<file path="src/rlc_consts.svh">
`ifndef RLC_CONSTS_SVH
`define RLC_CONSTS_SVH

// command opcodes
`define RLC_OP_WRITE_REG   8'h71
`define RLC_OP_READ_REG    8'h65
`define RLC_OP_READ_DATA   8'h0B

// register addresses (24 bit)
`define RLC_ADDR_CFG2_NV   24'h00_0003
`define RLC_ADDR_CFG2_V    24'h80_0003

// latency field position and width
`define RLC_LAT_LSB        0
`define RLC_LAT_W          4

// latency field encodings (5-bit patterns, field keeps low 4 bits)
`define RLC_PAT_14         5'h0E
`define RLC_PAT_12         5'h0C
`define RLC_PAT_10         5'h0A
`define RLC_PAT_8          5'h08
`define RLC_PAT_6          5'h06
`define RLC_PAT_4          5'h04
`define RLC_PAT_2          5'h02

// reset value and write mask
`define RLC_CFG2_RST       8'h08
`define RLC_CFG2_MASK      8'h0F

`endif

</file>
<file path="src/rlc_pkg.sv">
`default_nettype none
package rlc_pkg;
   typedef enum logic [1:0] {
      RLC_CMD_WRITE = 2'b00,
      RLC_CMD_READ  = 2'b01,
      RLC_CMD_DATA  = 2'b10
   } rlc_cmd_t;

   typedef enum logic [2:0] {
      RLC_ST_IDLE  = 3'b000,
      RLC_ST_OP    = 3'b001,
      RLC_ST_ADDR  = 3'b010,
      RLC_ST_WDATA = 3'b011,
      RLC_ST_DUMMY = 3'b100,
      RLC_ST_RDATA = 3'b101
   } rlc_state_t;
endpackage
`default_nettype wire
</file>
<file path="src/rlc_link_if.sv">
`timescale 1ns/1ps
`default_nettype none
interface rlc_link_if;
   logic cs_n;
   logic sck_en;
   logic mosi;
   logic miso;
   logic miso_oe;

   modport dev  (input cs_n, input sck_en, input mosi,
                 output miso, output miso_oe);
   modport host (output cs_n, output sck_en, output mosi,
                 input miso, input miso_oe);
endinterface
`default_nettype wire

</file>
<file path="src/rlc_dev.sv">
// Notes on behaviour
// - 71h writes register named by address
// - 65h reads register named by address
// - persistent latency copy at address 03h
// - four-bit latency field starting at bit 0
// - latency reachable only through addressed commands
// - counts 16 and above never supported
// - pattern 01110b selects 14 dummy cycles
// - pattern 01100b selects 12, supported
// - pattern 01010b selects 10, supported
// - pattern 01000b selects 8, supported
// - pattern 00110b selects 6, supported
// - pattern 00100b selects 4, supported
// - pattern 00010b selects 2, supported
// - volatile copy at 800003h, same field
`timescale 1ns/1ps
`default_nettype none
`include "rlc_consts.svh"
module rlc_dev
   import rlc_pkg::*;
(
   input  wire logic  CLK_SYS,     // system clock
   input  wire logic  RST_B,       // async reset, active low
   rlc_link_if.dev    LINK,        // serial link to host
   output logic [7:0] CFG2_NV,     // persistent register copy
   output logic [7:0] CFG2_V,      // volatile register copy
   output logic [4:0] DUMMY_NOW,   // dummy cycles in force
   output logic       LAT_VALID    // volatile pattern is supported
);

////////////////////////////////////////////////////////////////////////
// link inputs pass two flops, though the host runs on the same CLK_SYS here
logic [2:0] s1;
logic [2:0] s2;
always_ff @(posedge CLK_SYS or negedge RST_B) begin
   if (!RST_B) begin
      s1 <= 3'b001;
      s2 <= 3'b001;
   end else begin
      s1 <= {LINK.mosi, LINK.sck_en, LINK.cs_n};
      s2 <= s1;
   end
end
wire cs_n = s2[0];
wire bit_en = s2[1];
wire din = s2[2];

////////////////////////////////////////////////////////////////////////
// pattern decode; unsupported patterns give zero
function automatic logic [4:0] lat_of(input logic [3:0] f);
   logic [4:0] p;
   p = {1'b0, f};
   case (p)
      `RLC_PAT_14: lat_of = 5'd14;
      `RLC_PAT_12: lat_of = 5'd12;
      `RLC_PAT_10: lat_of = 5'd10;
      `RLC_PAT_8:  lat_of = 5'd8;
      `RLC_PAT_6:  lat_of = 5'd6;
      `RLC_PAT_4:  lat_of = 5'd4;
      `RLC_PAT_2:  lat_of = 5'd2;
      default:     lat_of = 5'd0;
   endcase
endfunction

// only the three addressed commands open a frame; anything else is skipped
function automatic logic op_known(input logic [7:0] o);
   op_known = (o == `RLC_OP_WRITE_REG) ||
              (o == `RLC_OP_READ_REG) ||
              (o == `RLC_OP_READ_DATA);
endfunction

////////////////////////////////////////////////////////////////////////
// frame engine: deselect rearms for a fresh opcode, so a cut frame
// leaves nothing half done
rlc_state_t  st;
logic [7:0]  op;
logic [23:0] addr;
logic [7:0]  sh;
logic [5:0]  cnt;
logic [7:0]  rd;

wire [7:0]  sh_in = {sh[6:0], din};
wire [23:0] ad_in = {addr[22:0], din};
wire        byte_done = (cnt[2:0] == 3'd7);
wire        last_addr = (cnt == 6'd23);
wire [4:0]  lat = lat_of(CFG2_V[`RLC_LAT_LSB +: `RLC_LAT_W]);

// one address decode, shared by reads and writes so they cannot drift
function automatic logic [1:0] reg_hit(input logic [23:0] a);
   reg_hit = 2'b00;
   if (a == `RLC_ADDR_CFG2_NV)
      reg_hit[0] = 1'b1;
   if (a == `RLC_ADDR_CFG2_V)
      reg_hit[1] = 1'b1;
endfunction

function automatic logic [7:0] reg_sel(input logic [23:0] a,
                                       input logic [7:0] nv,
                                       input logic [7:0] v);
   logic [1:0] h;
   h = reg_hit(a);
   if (h[0])
      reg_sel = nv;
   else if (h[1])
      reg_sel = v;
   else
      reg_sel = 8'h00;
endfunction

always_ff @(posedge CLK_SYS or negedge RST_B) begin
   if (!RST_B) begin
      st   <= RLC_ST_IDLE;
      op   <= 8'h00;
      addr <= 24'h00_0000;
      sh   <= 8'h00;
      cnt  <= 6'd0;
      rd   <= 8'h00;
   end else if (cs_n) begin
      st  <= RLC_ST_OP;
      cnt <= 6'd0;
   end else if (bit_en) begin
      case (st)
         RLC_ST_OP: begin
            sh  <= sh_in;
            cnt <= cnt + 6'd1;
            if (byte_done) begin
               op  <= sh_in;
               cnt <= 6'd0;
               if (op_known(sh_in))
                  st <= RLC_ST_ADDR;
               else
                  st <= RLC_ST_IDLE;
            end
         end
         RLC_ST_ADDR: begin
            addr <= ad_in;
            cnt  <= cnt + 6'd1;
            if (last_addr) begin
               cnt <= 6'd0;
               if (op == `RLC_OP_WRITE_REG)
                  st <= RLC_ST_WDATA;
               else if (op == `RLC_OP_READ_DATA && lat != 5'd0)
                  st <= RLC_ST_DUMMY;
               else begin
                  st <= RLC_ST_RDATA;
                  rd <= (op == `RLC_OP_READ_REG) ?
                        reg_sel(ad_in, CFG2_NV, CFG2_V) : 8'h00;
               end
            end
         end
         RLC_ST_WDATA: begin
            sh  <= sh_in;
            cnt <= cnt + 6'd1;
            if (byte_done)
               st <= RLC_ST_IDLE;
         end
         RLC_ST_DUMMY: begin
            cnt <= cnt + 6'd1;
            if (cnt == {1'b0, lat - 5'd1}) begin
               cnt <= 6'd0;
               st  <= RLC_ST_RDATA;
               rd  <= 8'h00;
            end
         end
         RLC_ST_RDATA: begin
            rd  <= {rd[6:0], 1'b0};
            cnt <= cnt + 6'd1;
         end
         default: st <= RLC_ST_IDLE;
      endcase
   end
end

////////////////////////////////////////////////////////////////////////
// register writes; only low field bits are kept, the rest read zero
wire wr_done = !cs_n && bit_en && st == RLC_ST_WDATA && byte_done;
wire [1:0] wr_hit = reg_hit(addr);
always_ff @(posedge CLK_SYS or negedge RST_B) begin
   if (!RST_B) begin
      CFG2_NV <= `RLC_CFG2_RST;
      CFG2_V  <= `RLC_CFG2_RST;
   end else if (wr_done) begin
      // a persistent write refreshes the working copy as well
      if (wr_hit[0]) begin
         CFG2_NV <= sh_in & `RLC_CFG2_MASK;
         CFG2_V  <= sh_in & `RLC_CFG2_MASK;
      end else if (wr_hit[1]) begin
         CFG2_V  <= sh_in & `RLC_CFG2_MASK;
      end
   end
end

always_ff @(posedge CLK_SYS or negedge RST_B) begin
   if (!RST_B) begin
      DUMMY_NOW <= 5'd0;
      LAT_VALID <= 1'b0;
   end else begin
      // held in flops so users see a clean level, one clock after a write
      DUMMY_NOW <= lat;
      LAT_VALID <= (lat != 5'd0);
   end
end

assign LINK.miso    = rd[7];
// enable follows the synchronised select, so it drops two clocks late
assign LINK.miso_oe = !cs_n && st == RLC_ST_RDATA;

endmodule
`default_nettype wire

</file>
<file path="src/flat_wrapper.sv">
// flat-port wrapper written by rule: the top's interface ports become plain ports
module rlc_dev_flat import rlc_pkg::*;
  (CLK_SYS, RST_B, CFG2_NV, CFG2_V, DUMMY_NOW, LAT_VALID, LINK_cs_n, LINK_sck_en, LINK_mosi, LINK_miso, LINK_miso_oe);
  rlc_link_if LINK_i ();
  input  wire logic CLK_SYS;
  input  wire logic RST_B;
  output logic [7:0] CFG2_NV;
  output logic [7:0] CFG2_V;
  output logic [4:0] DUMMY_NOW;
  output logic LAT_VALID;
  input wire logic [$bits(LINK_i.cs_n)-1:0] LINK_cs_n;
  input wire logic [$bits(LINK_i.sck_en)-1:0] LINK_sck_en;
  input wire logic [$bits(LINK_i.mosi)-1:0] LINK_mosi;
  output wire logic [$bits(LINK_i.miso)-1:0] LINK_miso;
  output wire logic [$bits(LINK_i.miso_oe)-1:0] LINK_miso_oe;
  assign LINK_i.cs_n = LINK_cs_n;
  assign LINK_i.sck_en = LINK_sck_en;
  assign LINK_i.mosi = LINK_mosi;
  assign LINK_miso = LINK_i.miso;
  assign LINK_miso_oe = LINK_i.miso_oe;
  rlc_dev u_core (.CLK_SYS(CLK_SYS), .RST_B(RST_B), .LINK(LINK_i), .CFG2_NV(CFG2_NV), .CFG2_V(CFG2_V), .DUMMY_NOW(DUMMY_NOW), .LAT_VALID(LAT_VALID));
endmodule
</file>
<file path="config.mk">
export PLATFORM = sky130hd
export DESIGN_NAME = rlc_dev_flat
export DESIGN_NICKNAME = d
export VERILOG_FILES = /design/src/rlc_pkg.sv /design/src/rlc_link_if.sv /design/src/rlc_dev.sv /design/src/flat_wrapper.sv
export VERILOG_INCLUDE_DIRS = /design/src
export SDC_FILE = /design/constraint.sdc
export NUM_CORES = 1
export LEC_CHECK = 0
export BUFFER_PORTS_ARGS = -buffer_cell sky130_fd_sc_hd__buf_4
export CORE_MARGIN = 4
export CORE_UTILIZATION = 45
export CTS_CLUSTER_SIZE = 16
export DETAILED_ROUTE_END_ITERATION = 10
export GPL_TIMING_DRIVEN = 0
export PLACE_DENSITY = 0.64
export SYNTH_ARGS = -nofsm -noshare
export SYNTH_HDL_FRONTEND = slang
export SYNTH_SLANG_ARGS = --single-unit
</file>
<file path="constraint.sdc">
create_clock -name CLK_SYS -period 2.5 [get_ports CLK_SYS]
set_input_delay 0.375 -clock CLK_SYS [delete_from_list [all_inputs] [get_ports CLK_SYS]]
set_output_delay 0.375 -clock CLK_SYS [all_outputs]
set_load 0.02 [all_outputs]
</file>
==> flow_metrics.tcl, run 1 <==
set metrics [dict create \
    status "finished, final reports clean" \
    routedWlPerCell_um 15.13 \
    viasPerCell 5.347 \
    cap_viol_max_count 0 \
    clock_skew_ns 0.009746 \
    drc 0 \
    seq_area_frac_synth_pct 53.02 \
    num_antenna_cells 0 \
    hp-class "input port to flop" \
    yosysTopAreaCellShare_pct 50.02 \
    setup_tns_ns 0 \
    die_y_um 96.22 \
    design_area_mm2 0.004020 \
    die_w_um 96.22 \
    cts_buffers 9 \
    grt_setup_unrepaired "false" \
    ys.flop_type "dfrtp_1" \
    synth_top_family_by_area "multiplexers" \
    report.final.slew_viol_count 0 \
    finalCriticalPeriod_ns 2.438 \
    finalNetCount 335 \
    drt_first_pass_iters 6 \
    io_pins 29 \
    htreeDepth 3 \
    place_congestion 0.8280 \
    synthMuxAreaShare_pct 17.97 \
    synth-simple-area-share_pct 13.90 \
    post-synth-top-count-cell "dfrtp_1" \
    drive_above_1_share_pct 35.76 \
    synth_edf_count 0 \
    p_leak_uw 0.001957 \
    arrival_ns 2.67 \
    grt_pass1_wl_mm 10.58 \
    antenna_found_initial 0 \
    endpoint_kind "flop" \
    startpoint_type "flop" \
    syn-instance-count 286 \
    dpl_worst_slack_ns -0.04585 \
    yosys_register_bits 74 \
    ant_nets 0 \
    setup_ws_ns 0.06214 \
    utilization_pct 54.26 \
    syn-mean-instance-area_um2 12.25 \
    place_hpwl_mm 4.471 \
    drt_iter0_markers 118 \
    fillers 629 \
    wl_met1_mm 3.200 \
    yosys_warnings 0 \
    slew-limit-headroom_pct 39.58 \
    met3_length_um 311 \
    worstMarginPinSlew_ns 0.9062 \
    grtUsageTotal_pct 15.19 \
    cts.sinks 74 \
    clockBufferDepth 2 \
    die_area_mm2 0.009258 \
    finalCritPeriodShare_pct 97.51 \
    synthArstFlopShare_pct 100.0 \
    synth_compound_area_share_pct 6.502 \
    grt_max_degree 75 \
    synth_top_cells_by_count "dfrtp_1 (70), mux2_2 (47), nand2_1 (18)" \
    cts_tree "built" \
    synth.area.top_cells "dfrtp_1 (50%), mux2_2 (15%), dfstp_2 (3.0%), buf_4 (2.6%), nand2_1 (1.9%)" \
    ir_drop_mv 0.2887 \
    synthXorXnorAreaFrac_pct 2.001 \
    crit_type "flop to flop" \
    setup_viol 0 \
    hold_violations 0 \
    worstSkewPairLatency_ns 0.34 \
    synth-adder-area-share_pct 1.786 \
    total_power_uw 2440 \
    synth_top_area_cell "dfrtp_1" \
    vias 2294 \
    power_density_mw_per_mm2 606.8 \
    start_util_pct 47.27 \
    crit_required_ns 2.73 \
    grt_pass1_vias 2197 \
    clk_pin_slew_worst_paths_ns 0.08 \
    row_count 31 \
    placed_area_mm2 0.003795 \
    wl_mm 6.490 \
    synth_area_mm2 0.003502 \
    ys_types 55 \
    fmax_ghz 0.4102 \
    synthToLayoutAreaGrowth_pct 14.79 \
    dr_wl_met2_mm 2.867 \
    portBuffers 18 \
    coreArea_mm2 0.007408 \
    cp_max_fo 8 \
    root_buffer "clkbuf_8" \
    highest_layer "met4" \
    grt_remaining_overflow 0 \
]
per-stage QoR:
step	instances	hold slack, ns
floorplan	295	0.07941
global placement	412	0.3337
detailed placement	412	0.3355
CTS	428	0.1199
global route	429	0.1188
finish	429	0.1367
placed cells by master (no fill, tap or decap), types with 3 or more instances in the layout:
master / count
mux2_2: 47
xnor2_1: 4
mux2_4: 4
mux2i_1: 4
nor2_1: 7
a22oi_1: 4
nand3_1: 7
buf_4: 31
dfrtp_1: 69
xor2_1: 4
clkbuf_1: 3
clkbuf_8: 10
or3_1: 3
nand2b_1: 3
nand4_1: 8
o21ai_0: 6
nor4_1: 5
nand2_1: 18
and2_1: 4
dfstp_2: 4
conb_1: 10
inv_1: 10
a21oi_1: 4
ha_1: 5
nor3_1: 8
worst max-delay path, stage by stage (launching register included):
cell	delay [ns]
dfrtp_2	0.45
nand2b_2	0.25
ha_1	0.33
xnor2_1	0.15
nor3b_2	0.19
o2111ai_2	0.15
a211o_1	0.36
buf_6	0.16
mux2_4	0.30
state kept, by name, summed over array words and instances (netlist names):
register,cells
u_core.addr,24
u_core.op,8
u_core.rd,8
u_core.sh,7
u_core.cnt,6
u_core.CFG2_NV,4
u_core.CFG2_V,4
u_core.DUMMY_NOW,3
u_core.s1,3
u_core.s2,3
u_core.st,3
u_core.LAT_VALID,1
cells by family (layout without fill, tap and decap cells):
kind of cell             count (synthesis)  in the layout
AND/OR/NAND/NOR                         82             82
multiplexers                            55             55
other                                    1             10
adder cells (fa/ha/maj)                  5              5
flip-flops                              74             74
AO/OA/AOI/OAI                           32             32
buffers and inverters                   29             64
XOR/XNOR                                 8              8
final cells by class:
cell class,count,area (um^2),share of cell area (%)
buffer,19,127.6,3.175
clock buffer,10,137.6,3.424
clock inverter,6,65.06,1.618
inverter,10,37.54,0.9337
multi-input combinational,192,1528,38.00
sequential,74,1858,46.22
tap,99,123.9,3.081
timing repair buffer,19,142.6,3.548
worst paths after layout:
| kind | from | end | slack (ns) | depth (start not counted) |
|---|---|---|---|---|
| worst max-delay path | u_core.CFG2_V[0] | u_core.rd[0] | 0.06 | 8 |
| worst min register to register | u_core.s1[2] | u_core.s2[2] | 0.35 | 0 |
| max in group asynchronous | RST_B | u_core.CFG2_V[0] | 1.72 | 1 |
| worst min-delay path | LINK_mosi | u_core.s1[2] | 0.14 | 1 |
| worst max register to register | u_core.CFG2_V[0] | u_core.rd[0] | 0.06 | 8 |
| min in group asynchronous | RST_B | u_core.cnt[5] | 0.16 | 1 |
layer usage:
metal / GRT usage, % / vias up
li1: - / 1102
met1: 21.60 / 1120
met3: 2.971 / 17
met5: 0 / -
met2: 22.08 / 55
met4: 7.346 / 0
repair_timing:
item | 4_1_cts | 5_1_grt
hold buffers | 0 | 0
resized for setup | 4 | 0
setup buffers | 0 | 1
hold endpoints to repair | 0 | 0
pin swaps | 0 | 2
endpoints found under the setup margin | 4 | 4
report_power, final:
part	total (uW)	internal (uW)	switching (uW)
logic	163	81.7	81.1
registers	1330	1260	77.6
clock network	943	490	453
No activity file was read; power rests on OpenSTA's default activity.
==> run 2, diff against run 1 <==
--- a/config.mk
+++ b/config.mk
@@ -6,13 +6,13 @@
 export SDC_FILE = /design/constraint.sdc
 export NUM_CORES = 1
 export LEC_CHECK = 0
-export BUFFER_PORTS_ARGS = -buffer_cell sky130_fd_sc_hd__buf_4
 export CORE_MARGIN = 4
 export CORE_UTILIZATION = 45
 export CTS_CLUSTER_SIZE = 16
 export DETAILED_ROUTE_END_ITERATION = 10
+export DONT_BUFFER_PORTS = 1
 export GPL_TIMING_DRIVEN = 0
-export PLACE_DENSITY = 0.64
+export PLACE_DENSITY_LB_ADDON = 0.05
 export SYNTH_ARGS = -nofsm -noshare
 export SYNTH_HDL_FRONTEND = slang
 export SYNTH_SLANG_ARGS = --single-unit
==> run 2 against run 1 <==
Global-route usage is 0.37 points higher. Sequential share of layout area is 0.81 points higher. Clock power is 8% higher. First-iteration DRC count is 35% lower. Clock skew is 0.0012 ns lower. Critical endpoint is now u_core.rd[1].
==> flow_metrics.tcl, run 2 (synthesis gave the netlist of run 1 again) <==
set metrics [dict create \
    utilization_pct 53.40 \
    crit_required_ns 2.73 \
    fillers 679 \
    grt_remaining_overflow 0 \
    worstRegToRegCells 8 \
    setup_ws_ns 0.1154 \
    cts.sinks 74 \
    hold_violations 0 \
    htreeDepth 3 \
    dr_wl_met2_mm 2.862 \
    start_util_pct 47.27 \
    top_regs "u_core.addr (24), u_core.op (8), u_core.rd (8)" \
    viasPerCell 5.329 \
    critical_path_buf_inv_count 1 \
    fmax_ghz 0.4194 \
    placed_area_mm2 0.003660 \
    cts_buffers 9 \
    min_path_cells 0 \
    ff_latch_area_mm2 0.001861 \
    grtUsageTotal_pct 15.56 \
    clk_pin_slew_worst_paths_ns 0.08 \
    design_area_mm2 0.003956 \
    finalNetCount 319 \
    cts_tree "built" \
    ant_nets 0 \
    grt_pass1_vias 2182 \
    cpMaxStageDelayCell "dfrtp_2" \
    worstMarginPinSlew_ns 0.5273 \
    hp-class "input port to flop" \
    highest_layer "met4" \
    root_buffer "clkbuf_8" \
    antenna_found_initial 0 \
    coreArea_mm2 0.007408 \
    report.final.slew_viol_count 0 \
    io_pins 29 \
    met3_length_um 350 \
    status "finished, final reports clean" \
    die_w_um 96.22 \
    drt_first_pass_iters 4 \
    row_count 31 \
    die_area_mm2 0.009258 \
    crit_family "flip-flops" \
    wl_met1_mm 3.175 \
    place_congestion 0.7917 \
    power_density_mw_per_mm2 636.9 \
    top_register "u_core.addr" \
    largest_reg_flops 24 \
    synthToLayoutAreaGrowth_pct 12.97 \
    dp_cells 394 \
    drive_above_1_share_pct 32.48 \
    p_leak_uw 0.001883 \
    crit_type "flop to flop" \
    finalCritPeriodShare_pct 95.38 \
    place_hpwl_mm 4.403 \
    cap_viol_max_count 0 \
    num_antenna_cells 0 \
    wl_mm 6.441 \
    drt_iter0_markers 77 \
    worstSkewPairLatency_ns 0.34 \
    finalCriticalPeriod_ns 2.385 \
    grt_pass1_wl_mm 10.88 \
    drc 0 \
    cp_max_fo 8 \
    vias 2201 \
    clock_skew_ns 0.008523 \
    grt_setup_unrepaired "false" \
    dpl_worst_slack_ns -0.07963 \
    multi_input_area_mm2 0.001540 \
    slew-limit-headroom_pct 64.37 \
    clockBufferDepth 2 \
    final_cell_mix "dfrtp_1 (67), mux2_2 (47), nand2_1 (18), buf_4 (12)" \
    crit_chain "nand2b_4, ha_1, xnor2_1, nor3b_2, o2111ai_2, a211o_1, buf_6, mux2_4" \
    layoutNonFillerInstCount 413 \
    routedWlPerCell_um 15.60 \
    final_common_cell "dfrtp_1" \
    endpoint_kind "flop" \
    arrival_ns 2.61 \
    portBuffers 0 \
    startpoint_type "flop" \
    cpPeakStageDelay_ns 0.50 \
    total_power_uw 2520 \
    cp.depth 8 \
    setup_viol 0 \
    grt_max_degree 75 \
    die_y_um 96.22 \
    ir_drop_mv 0.4373 \
]
run 2: cell types whose count changed in the layout (fill, tap and decap cells not counted):
cell and delta:
clkinv_4 -1, nand2b_2 -1, buf_4 -19, clkbuf_1 +1
dfrtp_1 -2, buf_16 +1, inv_6 -1, dfrtp_2 +2
dlygate4sd3_1 +2, bufinv_16 +1, nand2b_1 -1, nand2b_4 +2
run 2: per-stage QoR:
step,hold slack (ns),setup TNS (ns)
global route,0.02607,0
global placement,0.08142,-0.3078
detailed placement,0.08222,-0.3134
finish,0.05514,0
floorplan,0.07941,0
CTS,0.006820,0
run 2: what timing repair did:
item	CTS	global route
pin swaps	0	1
setup buffers	0	0
setup endpoints to repair	4	6
hold endpoints to repair	74	1
gates resized for setup	3	4
hold buffers	2	1
run 2: report_power, final:
part	total [uW]	switching [uW]	internal, uW	leakage (uW)
logic	164	80.3	84.1	0.000790
clock network	1020	431	586	0.000109
registers	1340	82.1	1260	0.000984
run 2: area by class of cell:
type                    count  area share [%]
plain buffers              19           3.226
clock buffers              11           3.574
clock inverters             5           1.961
inverters                  10          0.9488
multi-input cells         192           38.93
flip-flops and latches     74           47.03
well taps                  99           3.131
repair buffers              3           1.202
run 2: path summary, 6_finish.rpt:
check / startpoint / endpoint / slack (ns)
worst max-delay path: u_core.CFG2_V[0] / u_core.rd[1] / 0.12
worst min-delay path: LINK_sck_en / u_core.s1[1] / 0.06
worst max register to register: u_core.CFG2_V[0] / u_core.rd[1] / 0.12
worst min register to register: u_core.s1[2] / u_core.s2[2] / 0.35
max in group asynchronous: RST_B / u_core.CFG2_NV[3] / 1.59
min in group asynchronous: RST_B / u_core.cnt[3] / 0.58
run 2: layer usage:
layer  GRT usage (%)  vias up
met5               0        -
met4           5.450        0
met3           5.317        4
met2           22.60       44
met1           21.55     1090
li1                -     1063
